[config.mk]
export PLATFORM = sky130hd
export DESIGN_NAME = sshlp_sync_serial_helper
export DESIGN_NICKNAME = d
export VERILOG_FILES = /design/src/logic/sshlp_pkg.sv /design/src/logic/sshlp_sync_serial_helper.sv
export VERILOG_INCLUDE_DIRS = /design/src /design/src/logic
export SDC_FILE = /design/constraint.sdc
export NUM_CORES = 1
export LEC_CHECK = 0
export BUFFER_PORTS_ARGS = -buffer_cell sky130_fd_sc_hd__buf_2
export CORE_ASPECT_RATIO = 0.75
export CORE_MARGIN = 2
export CORE_UTILIZATION = 38
export CTS_CLUSTER_DIAMETER = 80
export DETAILED_ROUTE_END_ITERATION = 10
export GPL_TIMING_DRIVEN = 0
export PLACE_DENSITY_LB_ADDON = 0.3
export SKIP_CTS_REPAIR_TIMING = 1
export SLEW_MARGIN = 20
export SYNTH_ARGS = -nofsm -noshare
export SYNTH_HDL_FRONTEND = slang
export SYNTH_SLANG_ARGS = --single-unit
[constraint.sdc]
create_clock -name pclk -period 1.35 [get_ports pclk]
set_input_delay 0.135 -clock pclk [delete_from_list [all_inputs] [get_ports pclk]]
set_output_delay 0.135 -clock pclk [all_outputs]
set_load 0.1 [all_outputs]
[src/logic/sshlp_defs.svh]
`ifndef SSHLP_DEFS_SVH
`define SSHLP_DEFS_SVH

// ============================================================
// Register byte addresses
`define SSHLP_DATA_LINE_IO_ADDR 12'h000
`define SSHLP_CLOCK_LINE_IO_ADDR 12'h004
`define SSHLP_CONTROL_ADDR 12'h008
`define SSHLP_FALL_COND_ADDR 12'h00C
`define SSHLP_RISE_COND_ADDR 12'h010
`define SSHLP_SAMPLED_ADDR 12'h014
`define SSHLP_NEW_SAMPLE_ADDR 12'h018

// ============================================================
// Field positions of the control register
`define SSHLP_CTL_ENABLE_BIT 0
`define SSHLP_CTL_STRETCH_BIT 1
`define SSHLP_CTL_COND_STRETCH_BIT 2
`define SSHLP_CTL_ACTIVE_BIT 3

// ============================================================
// Reset values
`define SSHLP_LINE_DRIVE_RST 1'b1
`define SSHLP_FLAG_RST 1'b0

`endif

[src/logic/sshlp_pkg.sv]
package sshlp_pkg;

	// Synchronised pin levels and their edges, one cycle per event.
	typedef struct packed {
		logic clk_lvl;
		logic dat_lvl;
		logic clk_rise;
		logic clk_fall;
		logic dat_rise;
		logic dat_fall;
	} sshlp_lines_t;

	// Control register contents written by software.
	typedef struct packed {
		logic cond_stretch_enable;
		logic stretch_enable;
		logic block_enable;
	} sshlp_ctrl_t;

endpackage

[src/logic/sshlp_sync_serial_helper.sv]
`timescale 1ns/1ps
`include "sshlp_defs.svh"

module sshlp_sync_serial_helper
	import sshlp_pkg::*;
(
	input wire logic pclk,
	input wire logic presetn,
	input wire logic psel,
	input wire logic penable,
	input wire logic pwrite,
	input wire logic [11:0] paddr,
	input wire logic [31:0] pwdata,
	output logic [31:0] prdata,
	output logic pready,
	output logic pslverr,
	input wire logic port_b_clk_out,
	input wire logic port_b_clk_oe,
	input wire logic port_b_dat_out,
	input wire logic port_b_dat_oe,
	input wire logic serial_clock_line_in,
	input wire logic serial_data_line_in,
	output logic serial_clock_line_out,
	output logic serial_clock_line_oe,
	output logic serial_data_line_out,
	output logic serial_data_line_oe,
	output logic falling_data_irq,
	output logic rising_data_irq
);

	// ============================================================
	// APB decode
	logic access;
	logic wr_en;
	logic rd_en;
	logic hit_dat;
	logic hit_clk;
	logic hit_ctl;
	logic hit_fall;
	logic hit_rise;
	logic hit_samp;
	logic hit_new;
	logic mapped;

	assign access = psel & penable & pready;
	assign wr_en = access & pwrite;
	assign rd_en = access & ~pwrite;
	assign hit_dat = paddr == `SSHLP_DATA_LINE_IO_ADDR;
	assign hit_clk = paddr == `SSHLP_CLOCK_LINE_IO_ADDR;
	assign hit_ctl = paddr == `SSHLP_CONTROL_ADDR;
	assign hit_fall = paddr == `SSHLP_FALL_COND_ADDR;
	assign hit_rise = paddr == `SSHLP_RISE_COND_ADDR;
	assign hit_samp = paddr == `SSHLP_SAMPLED_ADDR;
	assign hit_new = paddr == `SSHLP_NEW_SAMPLE_ADDR;
	assign mapped = hit_dat | hit_clk | hit_ctl | hit_fall | hit_rise | hit_samp | hit_new;

	// Write and read strobes, one per register that reacts to the bus.
	logic wr_ctl;
	logic wr_dat;
	logic wr_clk;
	logic wr_fall;
	logic wr_rise;
	logic rd_samp;
	assign wr_ctl = wr_en & hit_ctl;
	assign wr_dat = wr_en & hit_dat;
	assign wr_clk = wr_en & hit_clk;
	assign wr_fall = wr_en & hit_fall;
	assign wr_rise = wr_en & hit_rise;
	assign rd_samp = rd_en & hit_samp;

	// ============================================================
	// Pin synchronisers
	// Three stages; an edge counts once stages two and three disagree with the last accepted level.
	logic [2:0] clk_sync_r;
	logic [2:0] dat_sync_r;
	logic clk_lvl_r;
	logic dat_lvl_r;
	sshlp_lines_t ln;

	logic clk_agree;
	logic dat_agree;
	assign clk_agree = clk_sync_r[1] == clk_sync_r[2];
	assign dat_agree = dat_sync_r[1] == dat_sync_r[2];

	logic [2:0] clk_sync_nxt;
	logic [2:0] dat_sync_nxt;
	logic clk_lvl_nxt;
	logic dat_lvl_nxt;
	assign clk_sync_nxt = {clk_sync_r[1:0], serial_clock_line_in};
	assign dat_sync_nxt = {dat_sync_r[1:0], serial_data_line_in};
	assign clk_lvl_nxt = clk_agree ? clk_sync_r[2] : clk_lvl_r;
	assign dat_lvl_nxt = dat_agree ? dat_sync_r[2] : dat_lvl_r;

	// Both lines idle high, so the chains reset to one and no false edge follows reset.
	always_ff @(posedge pclk or negedge presetn) begin
		if (!presetn) begin
			clk_sync_r <= 3'h7;
			clk_lvl_r <= 1'b1;
		end else begin
			clk_sync_r <= clk_sync_nxt;
			clk_lvl_r <= clk_lvl_nxt;
		end
	end

	always_ff @(posedge pclk or negedge presetn) begin
		if (!presetn) begin
			dat_sync_r <= 3'h7;
			dat_lvl_r <= 1'b1;
		end else begin
			dat_sync_r <= dat_sync_nxt;
			dat_lvl_r <= dat_lvl_nxt;
		end
	end
	assign ln.clk_lvl = clk_lvl_r;
	assign ln.dat_lvl = dat_lvl_r;
	assign ln.clk_rise = clk_agree & clk_sync_r[2] & ~clk_lvl_r;
	assign ln.clk_fall = clk_agree & ~clk_sync_r[2] & clk_lvl_r;
	assign ln.dat_rise = dat_agree & dat_sync_r[2] & ~dat_lvl_r;
	assign ln.dat_fall = dat_agree & ~dat_sync_r[2] & dat_lvl_r;

	// ============================================================
	// Registers
	sshlp_ctrl_t ctrl_r;
	logic dat_drive_r;
	logic clk_drive_r;
	logic fall_flag_r;
	logic rise_flag_r;
	logic active_r;
	logic sampled_r;
	logic new_r;

	// Detections use the clock level seen in the same cycle the data edge is accepted.
	logic fall_det;
	logic rise_det;
	logic stretch_go;
	logic release_wr;
	assign fall_det = ctrl_r.block_enable & ln.dat_fall & ln.clk_lvl;
	assign rise_det = ctrl_r.block_enable & ln.dat_rise & ln.clk_lvl;
	assign release_wr = wr_en & hit_samp;
	assign stretch_go = ctrl_r.block_enable & ln.clk_fall
		& (ctrl_r.stretch_enable | (ctrl_r.cond_stretch_enable & fall_flag_r));

	// Next values; hardware sets win over a software clear in the same cycle.
	sshlp_ctrl_t ctrl_nxt;
	logic dat_drive_nxt;
	logic clk_drive_nxt;
	logic fall_flag_nxt;
	logic rise_flag_nxt;
	logic active_nxt;
	logic sampled_nxt;
	logic new_nxt;
	assign ctrl_nxt.block_enable = wr_ctl ? pwdata[`SSHLP_CTL_ENABLE_BIT] : ctrl_r.block_enable;
	assign ctrl_nxt.stretch_enable = wr_ctl ? pwdata[`SSHLP_CTL_STRETCH_BIT] : ctrl_r.stretch_enable;
	assign ctrl_nxt.cond_stretch_enable = wr_ctl ? pwdata[`SSHLP_CTL_COND_STRETCH_BIT] : ctrl_r.cond_stretch_enable;
	assign dat_drive_nxt = wr_dat ? pwdata[0] : dat_drive_r;
	assign clk_drive_nxt = wr_clk ? pwdata[0] : clk_drive_r;
	assign fall_flag_nxt = fall_det | (fall_flag_r & ~wr_fall);
	assign rise_flag_nxt = rise_det | (rise_flag_r & ~wr_rise);
	// A stretching clock fall (stretch_go) in the very cycle of a release write starts a new hold at once.
	assign active_nxt = stretch_go | (active_r & ~release_wr);
	assign sampled_nxt = ln.clk_rise ? ln.dat_lvl : sampled_r;
	assign new_nxt = ln.clk_rise | (new_r & ~rd_samp);

	always_ff @(posedge pclk or negedge presetn) begin
		if (!presetn) begin
			ctrl_r <= '0;
		end else begin
			ctrl_r <= ctrl_nxt;
		end
	end

	always_ff @(posedge pclk or negedge presetn) begin
		if (!presetn) begin
			dat_drive_r <= `SSHLP_LINE_DRIVE_RST;
		end else begin
			dat_drive_r <= dat_drive_nxt;
		end
	end

	always_ff @(posedge pclk or negedge presetn) begin
		if (!presetn) begin
			clk_drive_r <= `SSHLP_LINE_DRIVE_RST;
		end else begin
			clk_drive_r <= clk_drive_nxt;
		end
	end

	always_ff @(posedge pclk or negedge presetn) begin
		if (!presetn) begin
			fall_flag_r <= `SSHLP_FLAG_RST;
		end else begin
			fall_flag_r <= fall_flag_nxt;
		end
	end

	always_ff @(posedge pclk or negedge presetn) begin
		if (!presetn) begin
			rise_flag_r <= `SSHLP_FLAG_RST;
		end else begin
			rise_flag_r <= rise_flag_nxt;
		end
	end

	always_ff @(posedge pclk or negedge presetn) begin
		if (!presetn) begin
			active_r <= `SSHLP_FLAG_RST;
		end else begin
			active_r <= active_nxt;
		end
	end

	always_ff @(posedge pclk or negedge presetn) begin
		if (!presetn) begin
			sampled_r <= `SSHLP_FLAG_RST;
		end else begin
			sampled_r <= sampled_nxt;
		end
	end

	always_ff @(posedge pclk or negedge presetn) begin
		if (!presetn) begin
			new_r <= `SSHLP_FLAG_RST;
		end else begin
			new_r <= new_nxt;
		end
	end

	// ============================================================
	// Pin drive
	// Open drain: the pin is pulled low when driving a zero, and the clock pin also while a hold is active; otherwise it is released.
	logic clk_low;
	logic dat_low;
	assign clk_low = ctrl_r.block_enable ? (~clk_drive_r | active_r) : 1'b0;
	assign dat_low = ctrl_r.block_enable ? ~dat_drive_r : 1'b0;

	// Disabled: port B keeps its own setting of both pins, one cycle late.
	logic clk_out_nxt;
	logic clk_oe_nxt;
	logic dat_out_nxt;
	logic dat_oe_nxt;
	assign clk_out_nxt = ctrl_r.block_enable ? 1'b0 : port_b_clk_out;
	assign clk_oe_nxt = ctrl_r.block_enable ? clk_low : port_b_clk_oe;
	assign dat_out_nxt = ctrl_r.block_enable ? 1'b0 : port_b_dat_out;
	assign dat_oe_nxt = ctrl_r.block_enable ? dat_low : port_b_dat_oe;

	always_ff @(posedge pclk or negedge presetn) begin
		if (!presetn) begin
			serial_clock_line_out <= 1'b0;
		end else begin
			serial_clock_line_out <= clk_out_nxt;
		end
	end

	always_ff @(posedge pclk or negedge presetn) begin
		if (!presetn) begin
			serial_clock_line_oe <= 1'b0;
		end else begin
			serial_clock_line_oe <= clk_oe_nxt;
		end
	end

	always_ff @(posedge pclk or negedge presetn) begin
		if (!presetn) begin
			serial_data_line_out <= 1'b0;
		end else begin
			serial_data_line_out <= dat_out_nxt;
		end
	end

	always_ff @(posedge pclk or negedge presetn) begin
		if (!presetn) begin
			serial_data_line_oe <= 1'b0;
		end else begin
			serial_data_line_oe <= dat_oe_nxt;
		end
	end

	// ============================================================
	// Interrupt pulses and read data
	logic [7:0] rd_byte;
	logic [7:0] rd_dat_byte;
	logic [7:0] rd_clk_byte;
	logic [7:0] rd_ctl_byte;
	logic [7:0] rd_fall_byte;
	logic [7:0] rd_rise_byte;
	logic [7:0] rd_samp_byte;
	logic [7:0] rd_new_byte;
	assign rd_dat_byte = {7'h00, ln.dat_lvl};
	assign rd_clk_byte = {7'h00, ln.clk_lvl};
	assign rd_ctl_byte = {4'h0, active_r, ctrl_r};
	assign rd_fall_byte = {7'h00, fall_flag_r};
	assign rd_rise_byte = {7'h00, rise_flag_r};
	assign rd_samp_byte = {7'h00, sampled_r};
	assign rd_new_byte = {7'h00, new_r};
	assign rd_byte = hit_dat ? rd_dat_byte :
		hit_clk ? rd_clk_byte :
		hit_ctl ? rd_ctl_byte :
		hit_fall ? rd_fall_byte :
		hit_rise ? rd_rise_byte :
		hit_samp ? rd_samp_byte :
		hit_new ? rd_new_byte : 8'h00;

	logic pready_nxt;
	logic pslverr_nxt;
	logic [31:0] prdata_nxt;
	// One wait state on every access, so a master must always wait for ready.
	assign pready_nxt = psel & penable & ~pready;
	assign pslverr_nxt = psel & penable & ~pready & ~mapped;
	assign prdata_nxt = (psel & ~pwrite) ? {24'h000000, rd_byte} : 32'h00000000;

	always_ff @(posedge pclk or negedge presetn) begin
		if (!presetn) begin
			falling_data_irq <= 1'b0;
		end else begin
			falling_data_irq <= fall_det;
		end
	end

	always_ff @(posedge pclk or negedge presetn) begin
		if (!presetn) begin
			rising_data_irq <= 1'b0;
		end else begin
			rising_data_irq <= rise_det;
		end
	end

	always_ff @(posedge pclk or negedge presetn) begin
		if (!presetn) begin
			prdata <= 32'h00000000;
		end else begin
			prdata <= prdata_nxt;
		end
	end

	always_ff @(posedge pclk or negedge presetn) begin
		if (!presetn) begin
			pready <= 1'b0;
		end else begin
			pready <= pready_nxt;
		end
	end

	always_ff @(posedge pclk or negedge presetn) begin
		if (!presetn) begin
			pslverr <= 1'b0;
		end else begin
			pslverr <= pslverr_nxt;
		end
	end

endmodule

# Word level (Yosys, flattened, before mapping)
# Index checks and enable logic that the tools add are counted.
[totals]
output_inout_bits = 40
latch_bits = 0
n_memories = 0
ram_bits = 0
romBits = 0
register_bits = 58
[classes]
mul = 0
div = 0
n_reduce_logical = 1
magnitude_cmp = 0
add_sub_neg = 0
bitwise_logic = 58
eq_ne = 8
shift = 0
n_mux = 12
[ops]
columns = ["operator", "count"]
rows = [
  ["equality test 12 x 5 -> 1 bit, second input constant", 3],
  ["AND 1 bit", 33],
  ["equality test 12 x 4 -> 1 bit, second input constant", 2],
  ["NOT 1 bit", 13],
  ["equality test 12 x 3 -> 1 bit, second input constant", 1],
  ["zero test 12 bit", 1],
  ["two-way mux 4 bit", 3],
  ["OR 1 bit", 12],
  ["two-way mux 1 bit", 8],
  ["two-way mux 8 bit", 1],
  ["equality test 1 bit", 2],
]

# Logic depth before layout (Yosys ltp)
# Gate-level depths: netlist of run 1.
[depth]
depth_word = 9
mapped_depth = 5

# Least setup slack after synthesis of run 1
# No wires, ideal clock.
[synth_path]
path_kind = "register to register"
start = "reg pready"
end = "reg clk_drive_r"
arrival_ps = 2028
setup_ps = 85
path_slack_ps = -763
stages_incl_launch_ff = 5
path_cell_list = "dfrtp_1 -> and4_1 -> nand4_4 -> nor4b_2 -> mux2_1"
[synth_via]
elab_chain_cells = 3
[synth_lines]
columns = ["element", "line_no", "source"]
rows = [
  ["start: declaration", "sshlp_sync_serial_helper.sv:15", "output logic pready,"],
  ["start signal: assignment", "sshlp_sync_serial_helper.sv:339", "pready <= pready_nxt;"],
  ["AND 1 bit", "sshlp_sync_serial_helper.sv:45", "assign access = psel & penable & pready;"],
  ["AND 1 bit", "sshlp_sync_serial_helper.sv:46", "assign wr_en = access & pwrite;"],
  ["AND 1 bit", "sshlp_sync_serial_helper.sv:66", "assign wr_clk = wr_en & hit_clk;"],
  ["end signal: assignment", "sshlp_sync_serial_helper.sv:182", "clk_drive_r <= `SSHLP_LINE_DRIVE_RST;"],
  ["end signal: assignment", "sshlp_sync_serial_helper.sv:184", "clk_drive_r <= clk_drive_nxt;"],
  ["end: declaration", "sshlp_sync_serial_helper.sv:125", "logic clk_drive_r;"],
]
# Every way passes these cells.
# A chain may end at the register's enable or synchronous reset.

# Final worst setup path of run 1
[layout_path]
start = "reg pready"
end = "reg ctrl_r[2] in the netlist's numbering"
[layout_via]
elab_chain_cells = 3
[layout_lines]
columns = ["element", "line_no", "source"]
rows = [
  ["AND 1 bit", "sshlp_sync_serial_helper.sv:45", ""],
  ["AND 1 bit", "sshlp_sync_serial_helper.sv:46", ""],
  ["AND 1 bit", "sshlp_sync_serial_helper.sv:64", "assign wr_ctl = wr_en & hit_ctl;"],
  ["end signal: assignment", "sshlp_sync_serial_helper.sv:168", "ctrl_r <= ctrl_nxt;"],
  ["end: declaration", "sshlp_sync_serial_helper.sv:123", "sshlp_ctrl_t ctrl_r;"],
]
# Every way passes these cells.

==> reports/metrics.yaml, run 1 <==
status:
  violations: "negative setup slack"
  status: "complete, but fails checks"
detailed_routing:
  drt-initial-drc-count: 83
  firstDrtPassIters: 4
  vias_per_cell: 4.08
  vias: 1048
  drc: 0
  wirelength_um: 2490
  post_drt_wl_per_cell_um: 9.70
  ant_nets: 0
sta:
  slew_headroom_pct: 57.4
  worst_slack_ns: -0.140
  min_period_ns: 1.49
  setup_violations: 5
  tightest_slew_ns: 0.640
  fmax_ghz: 0.671
  slew_viol_final: 0
  hold_viol: 0
  rsz0062_at_grt: "true"
  finalCritPeriodShare_pct: 110
  skew_ns: 0.00517
synth:
  synthAdderAreaFrac_pct: 3.34
  synth_top_area_share_pct: 33.4
  yosysSeqAreaShare_pct: 50.9
  yosys.area_share.xor_xnor_pct: 0
  synth_seq_cells: 30
  synth_enable_flop_cells: 0
  synth.cell_area_mm2: 0.00150
  synth_ff_type: "dfrtp_1"
  synth_cells: 132
  synth_top_family_by_area: "simple AND/OR/NAND/NOR gates"
  synth_top_cell_by_area: "dfrtp_1"
  yosysUniqueCellTypes: 34
  synth_mux_area_share_pct: 5.93
  synth-compound-area-share_pct: 6.01
  yosys.area_share.simple_pct: 17.3
  yosysWarnings: 0
  ys_async_sr_fraction_pct: 100
  synth.area.top_cells: "dfrtp_1, dfstp_2, buf_4, mux2_2, ha_1"
  syn_area_per_cell_um2: 11.4
layout:
  final_cell_count_no_fill: 257
  regArea_um2: 767
  fill_cells: 342
  diodes: 0
  area_growth_syn_to_layout_pct: 31.7
  final_cell_mix: "buf_2, buf_4, conb_1, dfrtp_1, dfstp_2"
  mostFrequentLayoutCell: "buf_2"
  multi_input_area_um2: 602
  nets: 263
  layout-drive-gt1-share_pct: 45.4
clock_network:
  tritoncts: "done"
  clk_pin_slew_ns: 0.06
  clock-root-buffer: "clkbuf_8"
  numCtsBuffers: 5
  cts-htree-levels: 2
  clkLatencyLatePin_ns: 0.28
  cts_sinks: 30
  cts_buffer_depth: 2
floorplan:
  coreArea_mm2: 0.00373
  die_area_mm2: 0.00447
  die_h_um: 58.4
  ioPinCount: 95
  die_w_um: 76.5
  start_util_pct: 40.2
  row_count: 19
worst_hold_path:
  min_path_type: "input pin to register"
  holdCritStartpoint: "port_b_dat_oe"
  hold_path_depth: 3
  holdPathEnd: "serial_data_line_oe"
placement:
  place_inst: 246
  hpwlAfterDp_um: 1950
  post-place-ws_ns: -0.194
  io_buffers: 35
  gp_congestion: 0.816
setup_path:
  worstPathMaxFanout: 6
  r2r_end: "ctrl_r[2]"
  reg2reg_slack_ns: -0.14
  worstSetupEndpointType: "register"
  crit_type: "register to register"
  start_kind: "register"
  cp_data_required_time_ns: 1.51
  rr_startpoint: "pready"
  rr_worst_depth: 4
  cp.arrival_ns: 1.65
grt:
  antenna_found_initial: 0
  grt_max_degree: 31
  grt_pass1_vias: 917
  grt_pass1_wl_um: 4100
  grt-ovfl-total: 0
  grt.total_usage_pct: 12.0
run:
  drv_cap: 0
power:
  ir_worst_vdd_mv: 0.634
  leakagePower_uw: 0.00104
  power.density_mw_per_mm2: 1180
## power by group
group | switching [uW] | internal, uW
logic | 500 | 133
clock network | 312 | 410
registers | 22.4 | 952
## Yosys cell counts, types with 2 or more instances
cell type / count
nor3_1: 2
nand3_1: 2
dfrtp_1: 20
and2_1: 3
mux2_2: 6
o41ai_1: 2
nor2b_1: 3
nor2_1: 4
clkbuf_1: 2
inv_1: 7
buf_4: 28
nand2b_1: 5
ha_1: 4
dfstp_2: 10
and4_1: 2
nand2_1: 9
o21ai_0: 6
## registers in the layout (all words and copies together), names as in the netlist
name / flops
active_r: 1
clk_drive_r: 1
clk_lvl_r: 1
clk_sync_r: 3
ctrl_r: 3
dat_drive_r: 1
dat_lvl_r: 1
dat_sync_r: 3
fall_flag_r: 1
falling_data_irq: 1
new_r: 1
prdata: 4
pready: 1
pslverr: 1
rise_flag_r: 1
rising_data_irq: 1
sampled_r: 1
serial_clock_line_oe: 1
serial_clock_line_out: 1
serial_data_line_oe: 1
serial_data_line_out: 1
## through the flow
step	hold WS (ns)	total power (uW)	utilization (%)	setup TNS (ns)	cell area, um^2
finish	0.0725	2330	52.9	-0.651	1970
global route	0.0804	2450	52.9	-1.06	1970
CTS	-0.102	2360	52.1	-0.741	1940
detailed placement	0.202	1620	49.6	-1.40	1850
global placement	0.199	1610	49.6	-1.26	1850
floorplan	-0.161	1530	-	-1.93	1610
## worst max-delay path by stage
stage | from | to | slack (ns) | cells after the start
final | pready | ctrl_r[2] | -0.14 | 4
after global routing | pready | ctrl_r[1] | -0.20 | 4
after CTS | pready | ctrl_r[2] | -0.15 | 4
after detailed placement | paddr[1] | dat_drive_r | -0.19 | 5
after global placement | paddr[1] | dat_drive_r | -0.19 | 5
after floorplan | pready | clk_drive_r | -0.34 | 4
## per-layer routing
metal,vias to the layer above,GRT usage [%],wire (um)
li1,540,-,-
met1,453,15.4,1170
met2,50,17.6,1080
met3,5,4.91,227
met4,0,6.23,25
met5,-,0,0
## worst max-delay path, stage by stage (launching register included)
cell and delay, ns:
dfrtp_4 0.42, and4_4 0.21, nand4_4 0.16, nor3_4 0.22, mux2_2 0.36
## cell families (layout without fill, tap and decap cells)
group | after synthesis | count (layout)
other cells | 1 | 28
flops | 30 | 30
buf+inv | 37 | 83
fa+ha+maj | 4 | 4
simple gates | 38 | 38
compound gates | 14 | 14
mux | 8 | 8
## area by class of cell
cell class,instances,share of cell area (%)
Tap cell,52,3.30
Sequential cell,30,38.8
Buffer,30,11.0
Inverter,7,1.33
Clock buffer,7,4.37
Clock inverter,1,0.253
Timing Repair Buffer,38,10.4
Multi-Input combinational cell,92,30.5
No activity file was read; power rests on OpenSTA's default activity.
==> run 2: changes to the inputs <==
--- a/config.mk
+++ b/config.mk
@@ -8,11 +8,9 @@
 export LEC_CHECK = 0
 export BUFFER_PORTS_ARGS = -buffer_cell sky130_fd_sc_hd__buf_2
 export CORE_ASPECT_RATIO = 0.75
-export CORE_MARGIN = 2
 export CORE_UTILIZATION = 38
 export CTS_CLUSTER_DIAMETER = 80
 export DETAILED_ROUTE_END_ITERATION = 10
-export GPL_TIMING_DRIVEN = 0
 export PLACE_DENSITY_LB_ADDON = 0.3
 export SKIP_CTS_REPAIR_TIMING = 1
 export SLEW_MARGIN = 20
==> run 2 against run 1 <==
  * The run still ends with negative setup slack left
  * Total power is 2.1% lower
  * Via count is 1.6% lower
  * Register-to-register slack hardly changed
  * Combinational power is 6.0% lower
  * Fmax is 0.50% higher
  * Clock power is 2% lower
  * Core utilization is 2.7 points lower
  * Flip-flop and latch count stayed put
  * Clock skew is 0.0014 ns lower
  * Non-clock buffer count is 18 lower
  * Critical endpoint is now ctrl_r[0]
  * Largest cell class unchanged
  * Highest routed layer unchanged
==> reports/metrics.yaml, run 2 (synthesis results as in run 1) <==
detailed_routing:
  firstDrtPassIters: 4  # unchanged
  vias: 1031  # -1.6%
  drt-initial-drc-count: 25  # -70%
  topRoutingLayerUsed: "met4"
  drc: 0  # unchanged
  wl_met1_um: 1180  # +0.77%
  ant_nets: 0  # unchanged
  wirelength_um: 2650  # +6.3%
  route.met2.wl_um: 1190  # +11%
  post_drt_wl_per_cell_um: 11.1  # +15%
  vias_per_cell: 4.33  # +6.2%
  wl_met3_um: 221  # -2.6%
setup_path:
  cp_slowest_cell: "dfrtp_4"
  crit_end: "ctrl_r[0]"
  crit_chain: "and4_4 > nand4_4 > nor3_4 > mux2_2"
  rr_startpoint: "pready"
  cp.arrival_ns: 1.65  # about the same
  startpoint: "pready"
  crit_type: "register to register"
  worst_path_largest_cell_delay_ns: 0.40  # -0.02 ns
  cp_data_required_time_ns: 1.52  # about the same
  reg2reg_slack_ns: -0.13  # about the same
  worstSetupEndpointType: "register"
  r2r_end: "ctrl_r[0]"
  rr_worst_depth: 4  # unchanged
  worstPathMaxFanout: 5  # -1
  start_kind: "register"
floorplan:
  start_util_pct: 40.4  # +0.26 points
  die_h_um: 56.4  # -3.4%
  ioPinCount: 95  # unchanged
  die_area_mm2: 0.00420  # -5.9%
  coreArea_mm2: 0.00371  # -0.64%
  row_count: 19  # unchanged
  die_w_um: 74.5  # -2.6%
placement:
  hpwlAfterDp_um: 2030  # +4.3%
  io_buffers: 37  # +5.7%
  post-place-ws_ns: -0.166  # +0.0286 ns
  dpl_cell_area_mm2: 0.00174  # -6.3%
  place_inst: 228  # -7.3%
  gp_congestion: 0.814  # -0.26%
layout:
  largest_reg_flops: 4  # unchanged
  nets: 245  # -6.8%
  mostFrequentLayoutCell: "buf_2"
  final_area_mm2: 0.00186  # -5.6%
  fill_cells: 351  # +2.6%
  final_cell_mix: "buf_2, conb_1, dfrtp_1, dfstp_2, buf_4"
  layout-drive-gt1-share_pct: 41.9  # -3.4 points
  diodes: 0  # unchanged
  regMostFlops: "prdata"
  area_growth_syn_to_layout_pct: 24.3
  final_cell_count_no_fill: 238  # -7.4%
sta:
  setup_violations: 6  # +1
  skew_ns: 0.00377  # -0.00140 ns
  hold_viol: 0  # unchanged
  slew_viol_final: 0  # unchanged
  min_period_ns: 1.48  # -0.00740 ns
  fin_hold_ws_ns: 0.0674  # -0.00519 ns
  worst_slack_ns: -0.132  # +0.00740 ns
  rsz0062_at_grt: "true"
  fmax_ghz: 0.675  # +0.50%
  finalSetupTns_ns: -0.680  # -0.0294 ns
  finalCritPeriodShare_pct: 110  # -0.55 points
clock_network:
  cts-htree-levels: 2  # unchanged
  clkLatencyLatePin_ns: 0.28  # about the same
  cts_buffer_depth: 2  # unchanged
  numCtsBuffers: 5  # unchanged
  cts_sinks: 30  # unchanged
  clock-root-buffer: "clkbuf_8"
  clk_pin_slew_ns: 0.06  # about the same
  tritoncts: "done"
grt:
  grt_pass1_wl_um: 3840  # -6.2%
  grt_max_degree: 17  # -45%
  antenna_found_initial: 0  # unchanged
  grt.total_usage_pct: 12.8  # +0.83 points
  grt-ovfl-total: 0  # unchanged
  grt_pass1_vias: 896  # -2.3%
power:
  power_frac_comb_pct: 26.1  # -1.1 points
  leakagePower_uw: 0.000946  # -9.4%
  switching_share_pct: 36.3  # +0.54 points
  ir_worst_vdd_mv: 0.716  # +13%
  power.density_mw_per_mm2: 1220  # +3.8%
  clkPwrFrac_pct: 31.2  # +0.2 points
  p_switching_uw: 829  # -0.59%
  seqPwrFrac_pct: 42.8  # +1.0 points
  p_int_uw: 1450  # -2.9%
worst_hold_path:
  min_path_type: "input pin to register"
status:
  violations: "negative setup slack"
  status: "complete, but fails checks"
run:
  drv_cap: 0  # unchanged
run 2: cell count changes in the layout (fill, tap and decap cells not counted):
cell,before,now
buf_12,0,1
buf_2,35,36
buf_4,28,10
clkbuf_1,3,1
clkinv_2,1,0
nor4_1,1,0
nor4_2,1,2
o31ai_1,1,0
o31ai_2,0,1
run 2: worst min path at each step:
stage,startpoint,end,slack [ns],cells after the start
finish,port_b_dat_oe,serial_data_line_oe,0.07,3
global route,pwdata[2],ctrl_r[2],0.09,2
CTS,presetn,serial_clock_line_oe,-0.24,1
detailed placement,presetn,serial_clock_line_oe,0.06,1
global placement,presetn,prdata[2],0.06,1
floorplan,presetn,active_r,-0.16,0
run 2: critical path, delay by kind of cell (launching register included):
family	cells	cell delay, ns
AND/OR/NAND/NOR	3	0.60
multiplexers	1	0.37
flip-flops	1	0.40
run 2: layer usage:
| metal | global-route usage, % | vias to the layer above |
|---|---|---|
| met5 | 0 | - |
| met4 | 7.28 | 0 |
| met3 | 5.75 | 6 |
| met2 | 18.4 | 47 |
| met1 | 15.8 | 480 |
| li1 | - | 498 |
run 2: stage by stage:
step,util [%],power [uW]
2_1_floorplan,-,1530
3_3_place_gp,46.8,1570
3_5_place_dp,46.8,1580
4_1_cts,49.1,2290
5_1_grt,50.2,2370
6_report,50.2,2280
run 2: area by class of cell:
type                       count  area, um^2  share of cell area (%)
inverter                       7        26.3                    1.41
tap                           52        65.1                    3.49
sequential                    30         767                    41.2
timing repair buffer          50         305                    16.4
clock buffer                   7        86.3                    4.63
multi-input combinational     92         613                    32.9
run 2: power by group through the flow:
stage	logic, uW	clock network [uW]	registers [uW]
final	595	711	976
after global placement	582	0	990
after floorplan	475	0	1060
after detailed placement	587	0	992
after global routing	624	770	981
after CTS	588	729	977
